### config.mk
export PLATFORM = sky130hd
export DESIGN_NAME = ctp_pattern_gen
export DESIGN_NICKNAME = d
export VERILOG_FILES = /design/src/inc/ctp_pkg.sv /design/src/rtl/ctp_pattern_gen.sv /design/src/rtl/ctp_zero_run.sv
export SDC_FILE = /design/constraint.sdc
export NUM_CORES = 1
export LEC_CHECK = 0
export BUFFER_PORTS_ARGS = -buffer_cell sky130_fd_sc_hd__buf_2
export CORE_ASPECT_RATIO = 1.25
export CORE_UTILIZATION = 57
export CTS_BUF_LIST = sky130_fd_sc_hd__clkbuf_4 sky130_fd_sc_hd__clkbuf_8
export DETAILED_ROUTE_END_ITERATION = 10
export GPL_ROUTABILITY_DRIVEN = 0
export HOLD_SLACK_MARGIN = 0.06
export PLACE_DENSITY = 0.82
export SYNTH_ARGS = -nofsm -noshare
export SYNTH_HDL_FRONTEND = slang
export SYNTH_SLANG_ARGS = --single-unit
export TNS_END_PERCENT = 20
### constraint.sdc
create_clock -name clk_sys -period 2.3 [get_ports clk_sys]
set_clock_uncertainty 0.2 [all_clocks]
set_input_delay 0.23 -clock clk_sys [delete_from_list [all_inputs] [get_ports clk_sys]]
set_output_delay 0.23 -clock clk_sys [all_outputs]
set_load 0.005 [all_outputs]
### src/inc/ctp_pkg.sv
// Package for the compliance test pattern block: map, fields, codes, states
`default_nettype none
package ctp_pkg;
	// -------------------------------------------------------------------
	// Register map and reset values
	// -------------------------------------------------------------------
	localparam logic [15:0] CTP_OFS_COMPLIANCE_SELECT = 16'h0027;
	localparam logic [15:0] CTP_OFS_TX100_EXTENDED = 16'h0428;
	localparam logic [15:0] CTP_OFS_DSP_ENERGY_TUNING = 16'h0101;
	localparam logic [15:0] CTP_RST_COMPLIANCE_SELECT = 16'h0000;
	localparam logic [15:0] CTP_RST_TX100_EXTENDED = 16'h0000;
	localparam logic [15:0] CTP_RST_DSP_ENERGY_TUNING = 16'h2082;
	// Reserved bits 6:5 of the tuning register read as zero
	localparam logic [15:0] CTP_MASK_DSP_ENERGY_TUNING = 16'hFF9F;

	// -------------------------------------------------------------------
	// Field positions
	// -------------------------------------------------------------------
	localparam int CTP_BIT_TEST_ENABLE = 4;
	localparam int CTP_BIT_TX100_MSB = 5;
	localparam int CTP_SEL_MSB = 3;

	// -------------------------------------------------------------------
	// 10BASE-T pattern codes
	// -------------------------------------------------------------------
	localparam logic [3:0] CTP_PAT_LINK_PULSE = 4'h0;
	localparam logic [3:0] CTP_PAT_SINGLE_ONE = 4'h1;
	localparam logic [3:0] CTP_PAT_SINGLE_ZERO = 4'h2;
	localparam logic [3:0] CTP_PAT_REP_ONE = 4'h3;
	localparam logic [3:0] CTP_PAT_REP_ZERO = 4'h4;
	localparam logic [3:0] CTP_PAT_PREAMBLE = 4'h5;
	localparam logic [3:0] CTP_PAT_ONE_THEN_IDLE = 4'h6;
	localparam logic [3:0] CTP_PAT_ZERO_THEN_IDLE = 4'h7;
	localparam logic [3:0] CTP_PAT_REP_1001 = 4'h8;
	localparam logic [3:0] CTP_PAT_RANDOM = 4'h9;
	localparam logic [3:0] CTP_PAT_IDLE_00 = 4'hA;
	localparam logic [3:0] CTP_PAT_IDLE_11 = 4'hD;
	localparam logic [3:0] CTP_SEQ_1001 = 4'h9;

	// -------------------------------------------------------------------
	// Timing: 10 Mb/s bit time from the 50 MHz core clock
	// -------------------------------------------------------------------
	localparam int CTP_CLK_HZ = 50000000;
	localparam int CTP_TEN_BIT_NS = 100;
	localparam int CTP_TEN_BIT_CYCLES = (CTP_TEN_BIT_NS * (CTP_CLK_HZ / 1000000)) / 1000;
	localparam logic [15:0] CTP_LFSR_SEED = 16'hACE1;

	// -------------------------------------------------------------------
	// Carriers and states
	// -------------------------------------------------------------------
	typedef struct packed {
		logic wr;
		logic rd;
		logic [15:0] addr;
		logic [15:0] data;
	} ctp_reg_req_type;

	typedef struct packed {
		logic testActive;
		logic driveEn;
		logic lineBit;
		logic linkPulse;
		logic idleWave;
		logic [1:0] idleVariant;
	} ctp_line_type;

	typedef enum logic [2:0] {
		CTP_ST_NORMAL = 3'b001,
		CTP_ST_TEN = 3'b010,
		CTP_ST_HUNDRED = 3'b100
	} ctp_state_type;
endpackage
`default_nettype wire

### src/rtl/ctp_pattern_gen.sv
// Compliance test pattern generator with its management registers
//
// Operation
// - 0x27 bit 4 enables 10BASE-T patterns
// - 0x428 bit 4 enables 100BASE-TX modes
// - Selector picks pulse, repetitive, preamble, random patterns
// - Single bit then idle; four idle variants
// - 100BASE-TX code is {0x428[5], 0x27[3:0]}
// - Code sets zeros sent after each one
// - All-zero code clears the pattern shifter
`timescale 1ns/1ns
`default_nettype none
module ctp_pattern_gen (
	input wire logic clk_sys,
	input wire logic rstn,
	input wire ctp_pkg::ctp_reg_req_type regReq,
	output logic [15:0] regRdData,
	input wire logic txNormalBit,
	input wire logic txNormalDrive,
	output ctp_pkg::ctp_line_type lineOut,
	output logic [15:0] dspTuning
);
	// ---------------------------------------------------------------------
	// Registers
	// ---------------------------------------------------------------------
	logic [15:0] selectReg_r;
	logic [15:0] extReg_r;
	logic [15:0] tuneReg_r;
	logic [15:0] rdData_r;
	logic [15:0] rdData_nxt;
	logic hitSel;
	logic hitExt;
	logic hitTune;

	// Address decode; unmapped reads return zero
	assign hitSel = (regReq.addr == ctp_pkg::CTP_OFS_COMPLIANCE_SELECT);
	assign hitExt = (regReq.addr == ctp_pkg::CTP_OFS_TX100_EXTENDED);
	assign hitTune = (regReq.addr == ctp_pkg::CTP_OFS_DSP_ENERGY_TUNING);
	assign rdData_nxt = hitSel ? selectReg_r : hitExt ? extReg_r : hitTune ? tuneReg_r : 16'h0000;

	// Only writable bits are stored; the rest read back as zero
	always_ff @(posedge clk_sys) begin
		if (!rstn) begin
			selectReg_r <= ctp_pkg::CTP_RST_COMPLIANCE_SELECT;
			extReg_r <= ctp_pkg::CTP_RST_TX100_EXTENDED;
			tuneReg_r <= ctp_pkg::CTP_RST_DSP_ENERGY_TUNING;
		end else if (regReq.wr) begin
			if (hitSel)
				selectReg_r <= regReq.data & 16'h001F;
			if (hitExt)
				extReg_r <= regReq.data & 16'h0030;
			if (hitTune)
				tuneReg_r <= regReq.data & ctp_pkg::CTP_MASK_DSP_ENERGY_TUNING;
		end
	end

	// Read data registered one cycle after the read strobe
	always_ff @(posedge clk_sys) begin
		if (!rstn)
			rdData_r <= 16'h0000;
		else if (regReq.rd)
			rdData_r <= rdData_nxt;
	end

	assign regRdData = rdData_r;
	assign dspTuning = tuneReg_r;

	// ---------------------------------------------------------------------
	// Mode control
	// ---------------------------------------------------------------------
	logic tenEn;
	logic hundredEn;
	logic [3:0] sel;
	logic [4:0] txCode;
	ctp_pkg::ctp_state_type state_r;
	ctp_pkg::ctp_state_type state_nxt;
	logic [3:0] selSeen_r;
	logic restart;
	logic hundredLoad;

	assign tenEn = selectReg_r[ctp_pkg::CTP_BIT_TEST_ENABLE];
	assign hundredEn = extReg_r[ctp_pkg::CTP_BIT_TEST_ENABLE];
	assign sel = selectReg_r[ctp_pkg::CTP_SEL_MSB:0];
	assign txCode = {extReg_r[ctp_pkg::CTP_BIT_TX100_MSB], sel};

	// 100BASE-TX takes priority when both enables are set
	always_comb begin
		case (state_r)
			ctp_pkg::CTP_ST_NORMAL: state_nxt = hundredEn ? ctp_pkg::CTP_ST_HUNDRED :
				tenEn ? ctp_pkg::CTP_ST_TEN : ctp_pkg::CTP_ST_NORMAL;
			ctp_pkg::CTP_ST_TEN: state_nxt = hundredEn ? ctp_pkg::CTP_ST_HUNDRED :
				tenEn ? ctp_pkg::CTP_ST_TEN : ctp_pkg::CTP_ST_NORMAL;
			ctp_pkg::CTP_ST_HUNDRED: state_nxt = hundredEn ? ctp_pkg::CTP_ST_HUNDRED :
				tenEn ? ctp_pkg::CTP_ST_TEN : ctp_pkg::CTP_ST_NORMAL;
			default: state_nxt = ctp_pkg::CTP_ST_NORMAL;
		endcase
	end

	// Pattern is latched only on entry, so reselecting needs an off/on cycle
	assign hundredLoad = (state_nxt == ctp_pkg::CTP_ST_HUNDRED) &&
		(state_r != ctp_pkg::CTP_ST_HUNDRED);
	// 10BASE-T patterns restart when entered or when the selector moves
	assign restart = (state_nxt == ctp_pkg::CTP_ST_TEN) &&
		((state_r != ctp_pkg::CTP_ST_TEN) || (sel != selSeen_r));

	always_ff @(posedge clk_sys) begin
		if (!rstn) begin
			state_r <= ctp_pkg::CTP_ST_NORMAL;
			selSeen_r <= 4'h0;
		end else begin
			state_r <= state_nxt;
			selSeen_r <= sel;
		end
	end

	// ---------------------------------------------------------------------
	// 10 Mb/s bit-time enable
	// ---------------------------------------------------------------------
	logic [3:0] div_r;
	logic tenStep;

	assign tenStep = (div_r == 4'(ctp_pkg::CTP_TEN_BIT_CYCLES - 1));

	always_ff @(posedge clk_sys) begin
		if (!rstn || restart || tenStep)
			div_r <= 4'h0;
		else
			div_r <= div_r + 4'h1;
	end

	// ---------------------------------------------------------------------
	// 10BASE-T pattern sequencer
	// ---------------------------------------------------------------------
	logic shotDone_r;
	logic [1:0] phase_r;
	logic [15:0] lfsr_r;
	logic lfsrFb;
	logic shotPat;
	logic idlePat;
	logic tenBit;
	logic tenDrive;
	logic tenPulse;

	// Single-shot codes send one bit time, then fall quiet or to idle
	assign shotPat = (sel == ctp_pkg::CTP_PAT_LINK_PULSE) ||
		(sel == ctp_pkg::CTP_PAT_SINGLE_ONE) || (sel == ctp_pkg::CTP_PAT_SINGLE_ZERO) ||
		(sel == ctp_pkg::CTP_PAT_ONE_THEN_IDLE) ||
		(sel == ctp_pkg::CTP_PAT_ZERO_THEN_IDLE);
	assign idlePat = (sel >= ctp_pkg::CTP_PAT_IDLE_00) &&
		(sel <= ctp_pkg::CTP_PAT_IDLE_11);
	assign lfsrFb = lfsr_r[15] ^ lfsr_r[13] ^ lfsr_r[12] ^ lfsr_r[10];

	always_ff @(posedge clk_sys) begin
		if (!rstn || restart) begin
			shotDone_r <= 1'b0;
			phase_r <= 2'h0;
			lfsr_r <= ctp_pkg::CTP_LFSR_SEED;
		end else if (tenStep) begin
			shotDone_r <= 1'b1;
			phase_r <= phase_r + 2'h1;
			lfsr_r <= {lfsr_r[14:0], lfsrFb};
		end
	end

	// Bit value per selector code
	always_comb begin
		tenBit = 1'b0;
		tenDrive = !shotDone_r || !shotPat;
		tenPulse = 1'b0;
		case (sel)
			ctp_pkg::CTP_PAT_LINK_PULSE: begin
				tenPulse = !shotDone_r;
				tenBit = !shotDone_r;
			end
			ctp_pkg::CTP_PAT_SINGLE_ONE: tenBit = 1'b1;
			ctp_pkg::CTP_PAT_SINGLE_ZERO: tenBit = 1'b0;
			ctp_pkg::CTP_PAT_REP_ONE: tenBit = 1'b1;
			ctp_pkg::CTP_PAT_REP_ZERO: tenBit = 1'b0;
			ctp_pkg::CTP_PAT_PREAMBLE: tenBit = !phase_r[0];
			ctp_pkg::CTP_PAT_ONE_THEN_IDLE: tenBit = 1'b1;
			ctp_pkg::CTP_PAT_ZERO_THEN_IDLE: tenBit = 1'b0;
			ctp_pkg::CTP_PAT_REP_1001: tenBit = ctp_pkg::CTP_SEQ_1001[2'h3 - phase_r];
			ctp_pkg::CTP_PAT_RANDOM: tenBit = lfsr_r[15];
			default: begin
				tenBit = 1'b0;
				tenDrive = 1'b0;
			end
		endcase
	end

	// ---------------------------------------------------------------------
	// 100BASE-TX shifter, stepped every core cycle
	// ---------------------------------------------------------------------
	logic hundredBit;

	ctp_zero_run u_zeroRun (
		.clk_sys(clk_sys),
		.rstn(rstn),
		.load(hundredLoad),
		.code(txCode),
		.step(state_r == ctp_pkg::CTP_ST_HUNDRED),
		.bitOut(hundredBit)
	);

	// ---------------------------------------------------------------------
	// Line output mux, registered
	// ---------------------------------------------------------------------
	ctp_pkg::ctp_line_type line_r;
	ctp_pkg::ctp_line_type line_nxt;

	// Test data replaces normal data for as long as a mode is on
	always_comb begin
		line_nxt = '0;
		case (state_r)
			ctp_pkg::CTP_ST_NORMAL: begin
				line_nxt.driveEn = txNormalDrive;
				line_nxt.lineBit = txNormalBit;
			end
			ctp_pkg::CTP_ST_TEN: begin
				line_nxt.testActive = 1'b1;
				line_nxt.driveEn = tenDrive;
				line_nxt.lineBit = tenBit;
				line_nxt.linkPulse = tenPulse;
				line_nxt.idleWave = idlePat || (shotDone_r &&
					(sel == ctp_pkg::CTP_PAT_ONE_THEN_IDLE ||
					sel == ctp_pkg::CTP_PAT_ZERO_THEN_IDLE));
				line_nxt.idleVariant = idlePat ? sel[1:0] - 2'h2 : 2'h0;
			end
			ctp_pkg::CTP_ST_HUNDRED: begin
				line_nxt.testActive = 1'b1;
				line_nxt.driveEn = 1'b1;
				line_nxt.lineBit = hundredBit;
			end
			default: line_nxt = '0;
		endcase
	end

	always_ff @(posedge clk_sys) begin
		if (!rstn)
			line_r <= '0;
		else
			line_r <= line_nxt;
	end

	assign lineOut = line_r;
endmodule // ctp_pattern_gen
`default_nettype wire

### src/rtl/ctp_zero_run.sv
// One-then-N-zeros pattern shifter for the 100BASE-TX test modes
`timescale 1ns/1ns
`default_nettype none
module ctp_zero_run (
	input wire logic clk_sys,
	input wire logic rstn,
	input wire logic load,
	input wire logic [4:0] code,
	input wire logic step,
	output logic bitOut
);
	logic [4:0] zeros_r;
	logic [4:0] zeros_nxt;
	logic [4:0] cnt_r;
	logic [4:0] cnt_nxt;
	logic bit_r;
	logic bit_nxt;
	logic clearAll;
	logic [4:0] mapped;

	// Code 06 asks for five zeros; every other code is its own count
	assign mapped = (code == 5'h06) ? 5'h05 : code;
	// Taken from the latched count, so a selector moved mid-test has no effect
	assign clearAll = (zeros_r == 5'h00);
	assign zeros_nxt = load ? mapped : zeros_r;
	// Emit the one when the run of zeros has been spent
	assign cnt_nxt = (load || cnt_r == zeros_r) ? 5'h00 : cnt_r + 5'h01;
	assign bit_nxt = (load || clearAll) ? 1'b0 : (cnt_nxt == 5'h00);

	// ---------------------------------------------------------------------
	// Shifter state
	// ---------------------------------------------------------------------
	always_ff @(posedge clk_sys) begin
		if (!rstn) begin
			zeros_r <= 5'h00;
			cnt_r <= 5'h00;
			bit_r <= 1'b0;
		end else if (load || step) begin
			zeros_r <= zeros_nxt;
			cnt_r <= cnt_nxt;
			bit_r <= bit_nxt;
		end
	end

	assign bitOut = bit_r;
endmodule // ctp_zero_run
`default_nettype wire

# Word-level counts from Yosys, hierarchy flattened
# Index checks and enable logic that the tools add are counted.
dict set report word_totals {
  word_cells 103
  in_bits 38
  register_bits 85
  out_inout_bits 39
}
dict set report op_classes {
  n_eq_ne 23
  n_reduce_logical 35
  mux 15
  order_cmp 3
  bitwise 3
  add_sub_neg 5
}
# operator count
set ops {}
lappend ops {{16-bit two-way mux} 3}
lappend ops {{4-bit by 3-bit == test with 1-bit output (second input constant)} 5}
lappend ops {{16-bit by 11-bit == test with 1-bit output (second input constant)} 1}
lappend ops {{16-bit by 6-bit == test with 1-bit output (second input constant)} 1}
lappend ops {{16-bit by 9-bit == test with 1-bit output (second input constant)} 1}
lappend ops {{1-bit logical OR} 13}
lappend ops {{5-bit zero test} 2}
lappend ops {{5-bit two-way mux} 2}
lappend ops {{2-bit AND reduction} 5}
lappend ops {{10-bit OR reduction} 1}
lappend ops {{4-bit by 2-bit == test with 1-bit output (second input constant)} 2}
lappend ops {{4-bit == test (second input constant)} 2}
lappend ops {{3-bit by 2-bit == test with 1-bit output (second input constant)} 2}
lappend ops {{3-bit == test (second input constant)} 2}
lappend ops {{3-bit two-way mux} 2}
lappend ops {{2-bit one-hot mux with 3 select lines} 1}
lappend ops {{3-bit AND reduction} 2}
lappend ops {{3-bit OR reduction} 2}
lappend ops {{5-bit by 1-bit adder with 5-bit output (second input constant)} 1}
lappend ops {{5-bit by 3-bit == test with 1-bit output (second input constant)} 1}
lappend ops {{5-bit == test} 1}
lappend ops {{1-bit one-hot mux with 5 select lines} 1}
lappend ops {{4-bit by 1-bit adder with 4-bit output (second input constant)} 1}
lappend ops {{4-bit by 1-bit == test with 1-bit output (second input constant)} 1}
lappend ops {{18 further kinds} 29}

# Longest topological paths before layout
# Gate-level depths: netlist of the first run.
dict set report depth {
  ltp_word 9
  depth_mapped 7
  mapped_depth_nobuf 6
}

# By module
# A second synthesis of the first run with hierarchy kept.
dict set report unflattened {
  hier_cells 419
  hier_area_um2 3693.5
}
# module seq_area_each_um2 area_each_um2 cells_per_inst instances
set by_module_without_submodules {}
lappend by_module_without_submodules {ctp_pattern_gen 1461.4 3085.5 350 1}
lappend by_module_without_submodules {ctp_zero_run 220.2 608.1 69 1}

# Least setup slack after synthesis of the first run
# Ideal clock, no wire load.
dict set report synth_path {
  path_type {reg-to-reg}
  start {register div_r[0]}
  end {register lfsr_r[4]}
  arrival_ns 1.445
  path_slack_ns 0.518
  setup_ns 0.137
  synth_period_minus_slack_ns 1.782
  path_buffers 2
  path_stages_with_launch 8
  required_time_ns 1.963
  cell_sequence {dfxtp_1 inv_1 ha_1 nand3b_1 buf_2 clkbuf_1 mux2i_1 nor3_2}
}
dict set report synth_via {
  elab_chain_len 1
}
# item line
set synth_rtl {}
lappend synth_rtl {{start, declared} ctp_pattern_gen.sv:119} ;# logic [3:0] div_r;
lappend synth_rtl {{start signal, assigned} ctp_pattern_gen.sv:128} ;# div_r <= div_r + 4'h1;
lappend synth_rtl {{4-bit by 3-bit == test with 1-bit output} ctp_pattern_gen.sv:122} ;# assign tenStep = (div_r == 4'(ctp_pkg::CTP_TEN_BIT_CYCLES - 1));
lappend synth_rtl {{end signal, assigned} ctp_pattern_gen.sv:157} ;# lfsr_r <= ctp_pkg::CTP_LFSR_SEED;
lappend synth_rtl {{end signal, assigned} ctp_pattern_gen.sv:161} ;# lfsr_r <= {lfsr_r[14:0], lfsrFb};
lappend synth_rtl {{end, declared} ctp_pattern_gen.sv:136} ;# logic [15:0] lfsr_r;
# No other way between the ends.
# A chain may end at the register's enable or synchronous reset.

==> results.json, run 1 <==
{
  "hold_path_end": "lineOut[4]",
  "vdd_drop_max_uv": 464.8,
  "rrSetupSlack_ns": 0.29,
  "die_height_um": 94.93,
  "syn_area_um2": 3938,
  "critPathLaunchType": "input port",
  "ff_latch_area_um2": 1682,
  "dp_slack_ns": 0.3123,
  "core_area_um2": 6606,
  "cts_buffer_depth": 2,
  "dp_hpwl_um": 5927,
  "outcome": "complete, no violations",
  "die-area_um2": 7247,
  "synth_area_leader_cell": "dfxtp_1",
  "layout_commonest_cell": "dfxtp_1",
  "grt_pass1_vias": 3450,
  "totalWireLength_um": 9021,
  "fin_crit_ns": 2.206,
  "reg2reg_from": "state_r[2]",
  "drcViolationCount": 0,
  "leakagePower_nw": 1.879,
  "drt_iter0_drc": 175,
  "finalSetupTns_ns": 0,
  "synth_edf_count": 0,
  "slew_headroom_pct": 61.34,
  "grt.total_usage_pct": 26.32,
  "cts_setup_buffers": 0,
  "grt_max_degree": 50,
  "rsz0062_at_grt": "false",
  "crit_top_cell": "dlygate4sd3_1",
  "ys.flop_type": "dfxtp_1",
  "synth_top_area_share_pct": 42.71,
  "worst_slack_ns": 0.09356,
  "row_count": 33,
  "async_flop_share_pct": 0,
  "cts_root_buf": "clkbuf_8",
  "start_util_pct": 59.60,
  "die_w_um": 76.34,
  "postRouteAntennaNets": 0,
  "htree_levels": 3,
  "placed_cell_area_um2": 4264,
  "cts_tree": "built",
  "viasPerCell": 5.827,
  "crit_chain": "dlygate4sd3_1, buf_2, nand2_1, dlygate4sd3_1, mux2i_1, dlygate4sd3_1",
  "grt_first_pass_wirelength_um": 15330,
  "postCtsHoldBufs": 22,
  "worst_r2r_endpoint": "div_r[2]",
  "ys_seq_area_share_pct": 42.71,
  "synthCells": 444,
  "antenna_found_initial": 0,
  "overflow": 0,
  "cts_resized": 0,
  "io_pins": 77,
  "worstPathArrival_ns": 2.30,
  "drv_cap": 0,
  "cp_max_fo": 10,
  "yosysUniqueCellTypes": 55,
  "cp.required_ns": 2.40,
  "max_slew.worst_pin.slew_ns": 0.5799,
  "drtPass1Iterations": 4,
  "cts_sinks": 84,
  "drv_slew": 0,
  "final_cell_mix": "84 x dfxtp_1, 72 x buf_2, 42 x nand3_1",
  "whs_path_depth": 5,
  "setup_viol": 0,
  "wl_per_cell_um": 14.69,
  "netlist_top_cells_area": "dfxtp_1 43%, nand3_1 5.3%, a21oi_1 5.0%",
  "power_density_nw_per_um2": 586.7,
  "clk_pin_slew_ns": 0.09,
  "antenna_cells": 0,
  "worstSetupStartpoint": "rstn",
  "hp-class": "in -> reg",
  "ys_seq_elements": 84,
  "insertion_delay_ns": 0.35,
  "nets": 563,
  "finalInstanceArea_um2": 4683,
  "port_buffers": 72,
  "hold_violations": 0,
  "crit_slowest_cell": "dlygate4sd3_1",
  "syn_to_final_growth_pct": 18.94,
  "finalCritPeriodShare_pct": 95.93,
  "cp_slowest_stage_delay_ns": 0.57,
  "yosysWarningCount": 0,
  "critPathKind": "in -> reg",
  "syn_avg_cell_area_um2": 8.868,
  "reg2regPathDepth": 4,
  "numCtsBuffers": 9,
  "hp-start": "txNormalBit",
  "num_vias": 3578,
  "multi_input_area_um2": 2019,
  "drive_gt1_share_pct": 22.96,
  "endpoint_kind": "flop",
  "max_freq_ghz": 0.4532,
  "fillers": 532,
  "fin_util_pct": 70.89
}
state kept, by name (all words and copies together), names as in the netlist:
register and count:
selSeen_r 4, shotDone_r 1, selectReg_r 5, lineOut 7, u_zeroRun.bitOut 1, regRdData 15, state_r 3, lfsr_r 16
phase_r 2, dspTuning 14, div_r 4, extReg_r 2, u_zeroRun.cnt_r 5, u_zeroRun.zeros_r 5
how the worst max path moves through the flow:
stage / end / slack (ns) / cells after the start
CTS: extReg_r[5] / 0.15 / 6
global placement: div_r[2] / 0.36 / 4
global route: extReg_r[4] / 0.05 / 6
floorplan: lfsr_r[4] / 0.52 / 7
detailed placement: div_r[2] / 0.31 / 4
finish: extReg_r[4] / 0.09 / 6
worst max-delay path, delay by kind of cell:
family,cells,cell delay [ns]
multiplexers,1,0.14
buffers and inverters,4,1.86
AND/OR/NAND/NOR,1,0.07
report_power, final:
part	switching (W)	internal, W	total, W
combinational	0.000103	0.0000948	0.000198
clock	0.000547	0.000507	0.00105
sequential	0.0000176	0.00148	0.00150
synthesized netlist by cell type (all sizes together), types with 3 or more instances:
library cell	n
inv	7
nor2b	5
and3	6
and2	4
mux2i	14
nand2	31
nand3	43
o21ai	37
xor2	3
nor2	14
o21a	4
nor3	20
a31oi	6
xnor2	16
ha	3
nand2b	13
buf	19
a21oi	39
clkbuf	19
o211ai	3
nor3b	4
nand3b	6
nand4	17
dfxtp	84
nor4	4
kinds of logic (layout without fill, tap and decap cells):
logic type | count (synthesis) | in the layout | share of synthesized area [%]
AND/OR/NAND/NOR | 177 | 177 | 26.41
AO/OA/AOI/OAI | 100 | 100 | 15.38
flip-flops | 84 | 84 | 42.71
buffers and inverters | 45 | 126 | 6.197
XOR/XNOR | 19 | 19 | 4.417
multiplexers | 15 | 15 | 3.845
adder cells (fa/ha/maj) | 3 | 3 | 0.9534
other | 1 | 3 | 0.09524
per-stage QoR:
step           power, W  hold WS [ns]  cells
6_report       0.002748       0.09352    614
5_1_grt        0.002865        0.1458    614
4_1_cts        0.002762       0.08325    614
3_5_place_dp   0.001699        0.2599    576
3_3_place_gp   0.001690        0.2539    576
2_1_floorplan  0.001635        0.1688    446
per-layer routing:
layer / global-route usage, % / share of wire [%] / vias up
met5: 0 / 0 / -
met4: 10.26 / 1.8 / 0
met3: 7.826 / 5.9 / 19
met2: 47.52 / 51 / 115
met1: 29.07 / 41 / 1701
li1: - / - / 1743
area by class of cell:
type | instances | area share [%]
clock inverter | 7 | 1.603
timing repair buffer | 103 | 13.84
clock buffer | 9 | 2.645
multi-input combinational | 317 | 43.12
tap | 87 | 2.324
sequential | 84 | 35.91
inverter | 7 | 0.5610
(Power assumes the default switching activity.)
==> inputs of run 2 (changes only) <==
--- a/config.mk
+++ b/config.mk
@@ -6,13 +6,13 @@
 export NUM_CORES = 1
 export LEC_CHECK = 0
 export BUFFER_PORTS_ARGS = -buffer_cell sky130_fd_sc_hd__buf_2
-export CORE_ASPECT_RATIO = 1.25
 export CORE_UTILIZATION = 57
 export CTS_BUF_LIST = sky130_fd_sc_hd__clkbuf_4 sky130_fd_sc_hd__clkbuf_8
 export DETAILED_ROUTE_END_ITERATION = 10
 export GPL_ROUTABILITY_DRIVEN = 0
 export HOLD_SLACK_MARGIN = 0.06
 export PLACE_DENSITY = 0.82
+export SKIP_LAST_GASP = 1
 export SYNTH_ARGS = -nofsm -noshare
 export SYNTH_HDL_FRONTEND = slang
 export SYNTH_SLANG_ARGS = --single-unit
==> run 2 against run 1 <==
  * Critical path depth is the same
  * Hold slack lost 0.0015 ns
  * Cell area shrank 0.13%
  * Sequential cell count is the same
  * Die area is essentially flat
  * Via count shrank 0.20%
  * Routed wire length grew 2.4%
  * Maximum frequency shrank 0.19%
  * Clock power is essentially flat
  * Utilization grew 1.1 points
  * Combinational power is essentially flat
  * Largest cell class unchanged
==> results.json, run 2 (synthesis results as in run 1) <==
{
  "outcome": "complete, no violations",
  "final_cell_mix": "84 x dfxtp_1, 72 x buf_2, 42 x nand3_1",
  "critPathKind": "in -> reg",
  "die_height_um": 85.12,
  "endpoint_kind": "flop",
  "hp-start": "regReq[16]",
  "insertion_delay_ns": 0.35,
  "nets": 564,
  "fin_util_pct": 72.01,
  "slew_headroom_pct": 59.76,
  "antenna_cells": 0,
  "cp.required_ns": 2.40,
  "wl_per_cell_um": 15.26,
  "reg2reg_from": "state_r[2]",
  "fin_crit_ns": 2.211,
  "fillers": 484,
  "hold_violations": 0,
  "totalWireLength_um": 9233,
  "use_met1_pct": 32.74,
  "die_w_um": 85.12,
  "drtPass1Iterations": 5,
  "worstSetupStartpoint": "rstn",
  "multi_input_area_um2": 2019,
  "postRouteAntennaNets": 0,
  "hp-class": "in -> reg",
  "reg2regPathDepth": 4,
  "rrSetupSlack_ns": 0.28,
  "start_util_pct": 60.62,
  "global_route.usage.met2_pct": 46.48,
  "worst_r2r_endpoint": "div_r[0]",
  "antenna_found_initial": 0,
  "dp_hpwl_um": 6015,
  "cp_max_fo": 12,
  "overflow": 0,
  "port_buffers": 72,
  "max_slew.worst_pin.slew_ns": 0.6036,
  "drv_cap": 0,
  "cts_sinks": 84,
  "clk_pin_slew_ns": 0.08,
  "grt_busiest_layer": "met2",
  "whs_path_depth": 4,
  "num_vias": 3571,
  "grt_pass1_vias": 3425,
  "cts_buffer_depth": 2,
  "cts_tree": "built",
  "largest_reg_flops": 16,
  "drive_gt1_share_pct": 22.92,
  "viasPerCell": 5.902,
  "io_pins": 77,
  "drcViolationCount": 0,
  "cts_resized": 0,
  "critPathLaunchType": "input port",
  "worstPathArrival_ns": 2.31,
  "grt_max_degree": 50,
  "syn_to_final_growth_pct": 18.78,
  "core_area_um2": 6495,
  "leakagePower_nw": 1.884,
  "row_count": 29,
  "drt_iter0_drc": 164,
  "setup_viol": 0,
  "use_met3_pct": 6.323,
  "die-area_um2": 7245,
  "ff_latch_area_um2": 1682,
  "finalCritPeriodShare_pct": 96.11,
  "drv_slew": 0,
  "power_density_nw_per_um2": 585.1,
  "finalSetupTns_ns": 0,
  "grt.total_usage_pct": 27.24,
  "max_freq_ghz": 0.4524,
  "grt_first_pass_wirelength_um": 15770,
  "vdd_drop_max_uv": 427.0,
  "numCtsBuffers": 9,
  "rsz0062_at_grt": "false",
  "hold_path_end": "regRdData[4]",
  "top_register": "lfsr_r",
  "htree_levels": 3,
  "layout_commonest_cell": "dfxtp_1",
  "cts_root_buf": "clkbuf_8"
}
## run 2: routing by layer
metal	wire (um)	part of all wire (%)	up-vias
li1	-	-	1741
met1	3840	42	1677
met2	4621	50	131
met3	580	6.3	22
met4	190	2.1	0
met5	0	0	-
## run 2: repair_timing
action	in CTS	in global routing
buffers inserted	0	0
endpoints found under the hold margin	27	0
hold buffers	23	0
## run 2: power by group
| part | total, W | switching [W] | internal [W] | leakage (nW) |
|---|---|---|---|---|
| Clock | 0.00104 | 0.000529 | 0.000514 | 0.0961 |
| Sequential | 0.00150 | 0.0000187 | 0.00148 | 0.679 |
| Combinational | 0.000197 | 0.000102 | 0.0000947 | 1.11 |
| Total | 0.00274 | 0.000650 | 0.00209 | 1.88 |
## run 2: worst max-delay path by stage
stage	endpoint	slack (ns)
2_1_floorplan	lfsr_r[4]	0.52
3_3_place_gp	div_r[2]	0.36
3_5_place_dp	div_r[2]	0.31
4_1_cts	extReg_r[4]	0.12
5_1_grt	extReg_r[4]	0.03
6_report	extReg_r[5]	0.09
## run 2: critical path, cell delays in order
cell,delay [ns]
dlygate4sd3_1,0.52
buf_2,0.24
nand2_1,0.08
dlygate4sd3_1,0.56
mux2i_1,0.12
dlygate4sd3_1,0.56
## run 2: stage by stage
step	power, W	area (um^2)	worst slack [ns]	instances	hold WS, ns
floorplan	0.001635	3945	0.5176	446	0.1688
global placement	0.001690	4252	0.3573	566	0.2535
detailed placement	0.001699	4252	0.3103	566	0.2599
CTS	0.002751	4677	0.1207	605	0.07923
global route	0.002843	4677	0.02837	605	0.1286
finish	0.002737	4677	0.08936	605	0.09204
## run 2: area by class of cell
type                    instances  share of cell area (%)
inverters                       7                  0.5618
clock buffers                  10                   2.809
repair buffers                104                   14.07
flip-flops and latches         84                   35.95
multi-input cells             317                   43.18
well taps                      77                   2.060
clock inverters                 6                   1.364
